## src/design/pin_power_event_map.vh

```
/*
 header: register offsets, field positions, reset values for the pin and power event flag block.
 assumes: included by bare name from design files of this block only.
*/
`ifndef PIN_POWER_EVENT_MAP_VH
`define PIN_POWER_EVENT_MAP_VH
`define MASKS_ADDR 8'h0F
`define FLAGS_ADDR 8'h12
`define FLAG_PIN_HI 7
`define FLAG_PIN_LO 4
`define FLAG_BUCK 3
`define FLAG_LINREG 2
`define FLAG_BUTTON 1
`define FLAG_RSVD 0
`define FLAGS_RESET 8'h00
`define MASKS_RESET 8'hFF
`define DEGLITCH_CYCLES 4'h2
`endif

```

## src/design/edge_catch.v

```verilog
/*
 holds: two-flop synchroniser with edge detector for one asynchronous level.
 assumes: clk_i is the block clock; nrst_i asynchronous active low.
*/
`timescale 1ns/1ps
`include "pin_power_event_map.vh"
module edge_catch (
   input wire clk_i,
   input wire nrst_i,
   input wire level_i,
   output wire rise_o,
   output wire fall_o,
   output wire level_o
);
   reg meta_q;
   reg sync_q;
   reg prev_q;
   // prev starts at zero: a pin already high at reset shows one rise
   always @(posedge clk_i or negedge nrst_i) begin
      if (!nrst_i) begin
         meta_q <= 1'b0;
         sync_q <= 1'b0;
         prev_q <= 1'b0;
      end else begin
         meta_q <= level_i;
         sync_q <= meta_q;
         prev_q <= sync_q;
      end
   end
   assign rise_o = sync_q & ~prev_q;
   assign fall_o = ~sync_q & prev_q;
   assign level_o = sync_q;
endmodule

```

## src/design/gpio_power_event_flags.v

```verilog
/*
 holds: read-to-clear pin and power event flag register, its mask register and the fault reset.
 assumes: a simple same-clock register port (addr, wdata, write and read strobes) from the serial
 control interface; event inputs are asynchronous pins.
*/
`timescale 1ns/1ps
`include "pin_power_event_map.vh"
module gpio_power_event_flags #(
   parameter PIN_COUNT = 4
) (
   input wire clk_i,
   input wire nrst_i,
   input wire undervoltage_or_device_reset_i,
   input wire [PIN_COUNT-1:0] pin_levels_i,
   input wire buck_output_low_n_i,
   input wire linreg_output_low_n_i,
   input wire push_button_state_i,
   input wire [7:0] reg_addr_i,
   input wire [7:0] reg_wdata_i,
   input wire reg_write_i,
   input wire reg_read_i,
   output reg [7:0] reg_rdata_o,
   output reg reg_rvalid_o,
   output reg [7:0] pin_power_event_flags_o,
   output reg fault_reset_o
);
   reg [7:0] pin_power_event_masks_q;
   reg [7:0] flags_d;
   reg [7:0] rdata_d;
   reg [1:0] uv_sync_q;
   wire [7:0] rise;
   wire [7:0] fall;
   wire [7:0] lvl;
   wire [7:0] src;
   wire [7:0] evt;
   wire uv_clear;
   wire flags_read;
   wire masks_write;

   assign src = {pin_levels_i[3:0], buck_output_low_n_i, linreg_output_low_n_i, push_button_state_i, 1'b0};

   genvar g;
   generate
      for (g = 1; g < 8; g = g + 1) begin : g_src
         edge_catch u_edge (
            .clk_i(clk_i),
            .nrst_i(nrst_i),
            .level_i(src[g]),
            .rise_o(rise[g]),
            .fall_o(fall[g]),
            .level_o(lvl[g])
         );
      end
   endgenerate
   assign rise[0] = 1'b0;
   assign fall[0] = 1'b0;
   assign lvl[0] = 1'b0;

   // pins and button flag either edge, unmasked only
   assign evt[7:4] = (rise[7:4] | fall[7:4]) & ~pin_power_event_masks_q[7:4];
   // power flags on fault rising edge only; mask not applied to power flags
   assign evt[3:2] = rise[3:2];
   assign evt[1] = (rise[1] | fall[1]) & ~pin_power_event_masks_q[1];
   assign evt[0] = 1'b0;

   // undervoltage input is a pin; sync before use
   always @(posedge clk_i or negedge nrst_i) begin
      if (!nrst_i) begin
         uv_sync_q <= 2'h0;
      end else begin
         uv_sync_q <= {uv_sync_q[0], undervoltage_or_device_reset_i};
      end
   end
   assign uv_clear = uv_sync_q[1];

   assign flags_read = reg_read_i && (reg_addr_i == `FLAGS_ADDR);
   assign masks_write = reg_write_i && (reg_addr_i == `MASKS_ADDR);

   // set wins over read-clear so a same-cycle event is kept
   always @* begin
      flags_d = pin_power_event_flags_o;
      if (flags_read) begin
         flags_d = 8'h00;
      end
      flags_d = flags_d | evt;
      flags_d[`FLAG_RSVD] = 1'b0;
   end

   always @* begin
      rdata_d = 8'h00;
      case (reg_addr_i)
         `FLAGS_ADDR: rdata_d = pin_power_event_flags_o;
         `MASKS_ADDR: rdata_d = {pin_power_event_masks_q[7:1], 1'b1};
         default: rdata_d = 8'h00;
      endcase
   end

   always @(posedge clk_i or negedge nrst_i) begin
      if (!nrst_i) begin
         pin_power_event_flags_o <= `FLAGS_RESET;
         pin_power_event_masks_q <= `MASKS_RESET;
         reg_rdata_o <= 8'h00;
         reg_rvalid_o <= 1'b0;
         fault_reset_o <= 1'b0;
      end else begin
         reg_rvalid_o <= reg_read_i;
         reg_rdata_o <= reg_read_i ? rdata_d : 8'h00;
         if (uv_clear) begin
            pin_power_event_flags_o <= `FLAGS_RESET;
            pin_power_event_masks_q <= `MASKS_RESET;
         end else begin
            pin_power_event_flags_o <= flags_d;
            if (masks_write) begin
               pin_power_event_masks_q <= reg_wdata_i;
            end
         end
         // any low output, however caused (oversized step up), resets; level held while low
         // no step check on writes: downward changes need none
         fault_reset_o <= lvl[`FLAG_BUCK] | lvl[`FLAG_LINREG];
      end
   end
endmodule

```

## config.mk

```make
export PLATFORM = sky130hd
export DESIGN_NAME = gpio_power_event_flags
export DESIGN_NICKNAME = d
export VERILOG_FILES = /design/src/design/edge_catch.v /design/src/design/gpio_power_event_flags.v
export VERILOG_INCLUDE_DIRS = /design/src /design/src/design
export SDC_FILE = /design/constraint.sdc
export NUM_CORES = 1
export LEC_CHECK = 0
export ABC_AREA = 0
export BUFFER_PORTS_ARGS = -buffer_cell sky130_fd_sc_hd__buf_4
export CAP_MARGIN = 15
export CORE_UTILIZATION = 51
export CTS_CLUSTER_DIAMETER = 50
export DETAILED_ROUTE_END_ITERATION = 10
export HOLD_SLACK_MARGIN = 0.08
export PLACE_DENSITY = 0.8
export SYNTH_ARGS = -nofsm -noshare
export SYNTH_HDL_FRONTEND = slang
export SYNTH_SLANG_ARGS = --single-unit
```

## constraint.sdc

```tcl
create_clock -name clk_i -period 1.2 [get_ports clk_i]
set_input_delay 0.24 -clock clk_i [delete_from_list [all_inputs] [get_ports clk_i]]
set_output_delay 0.24 -clock clk_i [all_outputs]
set_load 0.005 [all_outputs]
```

# Yosys cells after proc, flatten, opt, wreduce, memory -nomap -nowiden
# Index checks and enable logic that the tools add are counted.
# Widths: inputs -> output; s select.
# op_classes
bitwise,32
addsub,0
n_mux,6
n_mul,0
reduce_logical,3
shift,0
n_eq_ne,2
div,0
order_cmp,0
# ops
cell,n
$mux 8,5
$pmux 8 s2,1
$and 1x1->1,13
$not 1->1,13
$eq 8x4->1 const B,1
$eq 8x5->1 const B,1
$or 8x8->8,1
$and 4x4->4,1
$not 4->4,1
$or 4x4->4,1
$logic_and 1x1->1,2
$or 1x1->1,2
$reduce_bool 2->1,1
# totals
reg_bits,49
output_inout_bits,18
mem_count,0
romBits,0
ram_bits,0
latch_bits,0
in_bits,28
word_cells,70

# Depth between registers and ports, before layout
# logic_depth
depth_word,6
mapped_depth,5
ltp_nobuf,3

# Cells and area by module
# Synthesis repeated with hierarchy kept, for this count alone.
# hier_totals
hier_cells,145
hier_area_um2,1790.5
# by_module_without_submodules
mod,seq_area_each_um2,cells_each,area_each_um2,n_inst
gpio_power_event_flags,659.4,110,1159.9,1
edge_catch,75.1,5,90.1,7

# Least setup slack after synthesis
# OpenSTA, ideal clock, no wires.
# synth_timing
kind,input -> register
from,input reg_addr_i[5]
to,register pin_power_event_flags_o[2]
required_time_ns,1.047
path_stages,4
path_buffers,1
slack_ns,-0.411
arrival_ns,1.459
setup_time_ns,0.153
cell_sequence,or4b_4 buf_6 nor3b_1 o32ai_1
# synth_via
elab_chain_len,5
# synth_lines
element,line,rtl
start: declaration,gpio_power_event_flags.v:18,"input wire [7:0] reg_addr_i,"
$eq 8x5->1,-,
$logic_and 1x1->1,gpio_power_event_flags.v:76,assign flags_read = reg_read_i && (reg_addr_i == `FLAGS_ADDR);
$mux 8,gpio_power_event_flags.v:82,if (flags_read) begin
$or 8x8->8,gpio_power_event_flags.v:85,flags_d = flags_d | evt;
$mux 8,gpio_power_event_flags.v:108,if (uv_clear) begin
end signal: assignment,gpio_power_event_flags.v:100,pin_power_event_flags_o <= `FLAGS_RESET;
end signal: assignment,gpio_power_event_flags.v:109,pin_power_event_flags_o <= `FLAGS_RESET;
end signal: assignment,gpio_power_event_flags.v:112,pin_power_event_flags_o <= flags_d;
end: declaration,gpio_power_event_flags.v:24,"output reg [7:0] pin_power_event_flags_o,"
# No other way between the ends.
# A chain may end at the register's enable or synchronous reset.

# Final worst setup path
# layout_timing
from,input reg_addr_i[7]
to,register pin_power_event_masks_q[2]
# layout_via
elab_chain_len,3
# layout_lines
element,line,rtl
$eq 8x4->1,-,
$logic_and 1x1->1,gpio_power_event_flags.v:77,assign masks_write = reg_write_i && (reg_addr_i == `MASKS_ADDR);
$reduce_bool 2->1 (no source line),-,
end signal: assignment,gpio_power_event_flags.v:101,pin_power_event_masks_q <= `MASKS_RESET;
end signal: assignment,gpio_power_event_flags.v:110,pin_power_event_masks_q <= `MASKS_RESET;
end signal: assignment,gpio_power_event_flags.v:114,pin_power_event_masks_q <= reg_wdata_i;
end: declaration,gpio_power_event_flags.v:27,reg [7:0] pin_power_event_masks_q;
# No other way between the ends.

==> out/results.tsv <==
metric	value	unit
status	finished with violations	
violations	negative setup slack	
endpoint_kind	register	
synthCells	133	
start_kind	primary input	
synth-main-ff-cell	dfrtp_1	
ios	46	
synth.most_common_cell	dfrtp_1	
drv_cap	0	
post-place-ws	-462.3	ps
setup_ws	-33.39	ps
dieArea	0.003579	sq mm
cts.sinks	47	
timing_hold_violations_final	0	
htree_levels	2	
insertedDiodeCount	0	
core	0.003103	sq mm
grt-ovfl-total	0	
gp_congestion	0.7750	
grt_pass1_vias	1208	
slowest_stage	or4b_4	
cts_tree	yes	
path_delay_family	simple AND/OR/NAND/NOR gates	
die_h	59.83	microns
synth_top_cells_by_count	dfrtp_1, nor2_1	
r2r_slack	210	ps
antenna_left	0	
syn_nets	161	
hold_path_class	primary input to register	
ir_drop	0.7964	mV
via_per_inst	4.925	
grt.total_usage	0.1907	
antenna_found_initial	0	
max_freq	0.8108	GHz
path_class	primary input to register	
cp_slowest_stage_delay	510	ps
cts-buffers-inserted	5	
drtIter0Drc	20	
fin_crit	1233	ps
p_total	2.540	mW
area.growth.synth_to_final	33.38	%
rsz0062_at_grt	yes	
initial_core_util	0.5496	
leakagePower	1.097	nW
slew_viol_final	0	
syn-cell-area	0.001705	sq mm
power.density	1117	mW/mm^2
avgSynthCellArea	12.82	sq um
drcViolationCount	0	
synth_top_area_share	0.5869	
setup_viol	9	
clk_pin_slew	120	ps
ys_seq_area_frac	0.6948	
clock_skew	8.710	ps
wl_per_cell	12.46	microns
grt_max_degree	48	
row_count	20	
async_flop_share	1.000	
yosys-top-cells-area	dfrtp_1, dfstp_2, mux2i_1	
synth_cell_types	23	
yosys_warnings	0	
slew_headroom	0.6375	
required	1480	ps
clock_latency	350	ps
clockRootBuffer	clkbuf_4	
wl	2979	microns
path_cells	buf_4, or4b_4, or3b_4, mux2i_1	
final_nets	222	
synth_edf_count	0	
yosys_register_bits	47	
vias	1177	
tightest_slew	543.7	ps
grt_pass1_wl	4816	microns
first_pass_iters	4	
cts.path.max_buffers	2	
finalCritPeriodShare	1.028	
dp_hpwl	2115	microns
arrival	1510	ps
io_buffers	43	
dieWidth	59.83	microns
drive_gt1_frac	0.3692	
path_max_fanout	7	
yosys.area.top_type	dfrtp_1	
cp.buffers_inverters	1	
cell type report:
class	instances	area, sq um
multi-input cells	75	466.7
clock inverters	3	15.01
flip-flops and latches	47	1186
repair buffers	62	503.0
inverters	3	11.26
well taps	44	55.05
fillers	232	828.3
clock buffers	5	37.54
metal layers:
metal,vias up,track usage,wire (microns)
li1,563,-,-
met1,553,0.1962,1176
met2,57,0.3492,1549
met3,4,0.06494,209
met4,0,0.07973,44
met5,-,0,0
registers in the layout, summed over array words and instances, names as in the netlist:
register / cells
reg_rdata_o: 8
reg_rvalid_o: 1
fault_reset_o: 1
g_src.u_edge.level_o: 7
pin_power_event_masks_q: 7
g_src.u_edge.prev_q: 7
uv_sync_q: 2
pin_power_event_flags_o: 7
g_src.u_edge.meta_q: 7
repair_timing:
action | CTS | global route
gates resized for setup | 2 | 5
hold buffers | 9 | 0
hold endpoints to repair | 48 | 0
setup endpoints to repair | 12 | 20
buffers inserted | 0 | 4
path summary, 6_finish.rpt:
| kind | from | to | cells past startpoint |
|---|---|---|---|
| max in group asynchronous | nrst_i | uv_sync_q[1] | 2 |
| setup reg to reg | uv_sync_q[1] | pin_power_event_flags_o[1] | 2 |
| hold reg to reg | g_src[7].u_edge.meta_q | g_src[7].u_edge.level_o | 0 |
| hold / removal | reg_wdata_i[4] | pin_power_event_masks_q[4] | 3 |
| setup / recovery | reg_addr_i[7] | pin_power_event_masks_q[2] | 4 |
| min in group asynchronous | nrst_i | reg_rvalid_o | 2 |
kinds of logic (layout without fill, tap and decap cells):
family                 after synthesis  after routing  synth area share
buffers and inverters               11             73           0.03594
XOR/XNOR                             5              5           0.02568
other                                1              1          0.002199
flip-flops                          47             47            0.6948
AND/OR/NAND/NOR                     48             48            0.1548
multiplexers                         7              7           0.04109
AO/OA/AOI/OAI                       14             14           0.04549
per-stage QoR:
stage / std cells / cell area (sq um) / setup TNS (ps) / util / hold slack [ps]
after floorplan: 133 / 1710 / -4472 / - / -55.59
after global placement: 219 / 2091 / -5957 / 0.6738 / 259.5
after detailed placement: 219 / 2091 / -6356 / 0.6738 / 267.1
after CTS: 236 / 2241 / -281.5 / 0.7222 / 118.2
after global routing: 239 / 2275 / -556.9 / 0.7331 / 121.1
final: 239 / 2275 / -158.3 / 0.7331 / 135.3
cells in the final DEF (no fill, tap or decap), types with 2 or more instances in the layout:
master | Yosys | routed
buf_4 | 1 | 49
dfrtp_1 | 40 | 39
nor2_1 | 15 | 15
dlygate4sd3_1 | 0 | 9
nand3_1 | 7 | 7
nand3b_1 | 7 | 7
a21oi_1 | 7 | 7
nand2_1 | 7 | 7
nand2b_1 | 7 | 7
mux2i_1 | 7 | 7
dfstp_2 | 7 | 7
xor2_1 | 5 | 5
o21ai_0 | 5 | 5
clkbuf_4 | 0 | 5
buf_6 | 2 | 4
inv_1 | 3 | 3
clkinv_2 | 0 | 3
o32ai_1 | 2 | 2
worst register-to-register path, cell delays in order, from the launching register on:
cell	delay [ps]
dfrtp_2	550
nand2b_1	200
o21ai_0	160
power by group:
group          switching (mW)  internal [mW]  leakage, nW
logic                  0.0807          0.127        0.492
registers              0.0307           1.63        0.570
clock network           0.450          0.218       0.0347
total                   0.561           1.98         1.10
(Power assumes the default switching activity.)
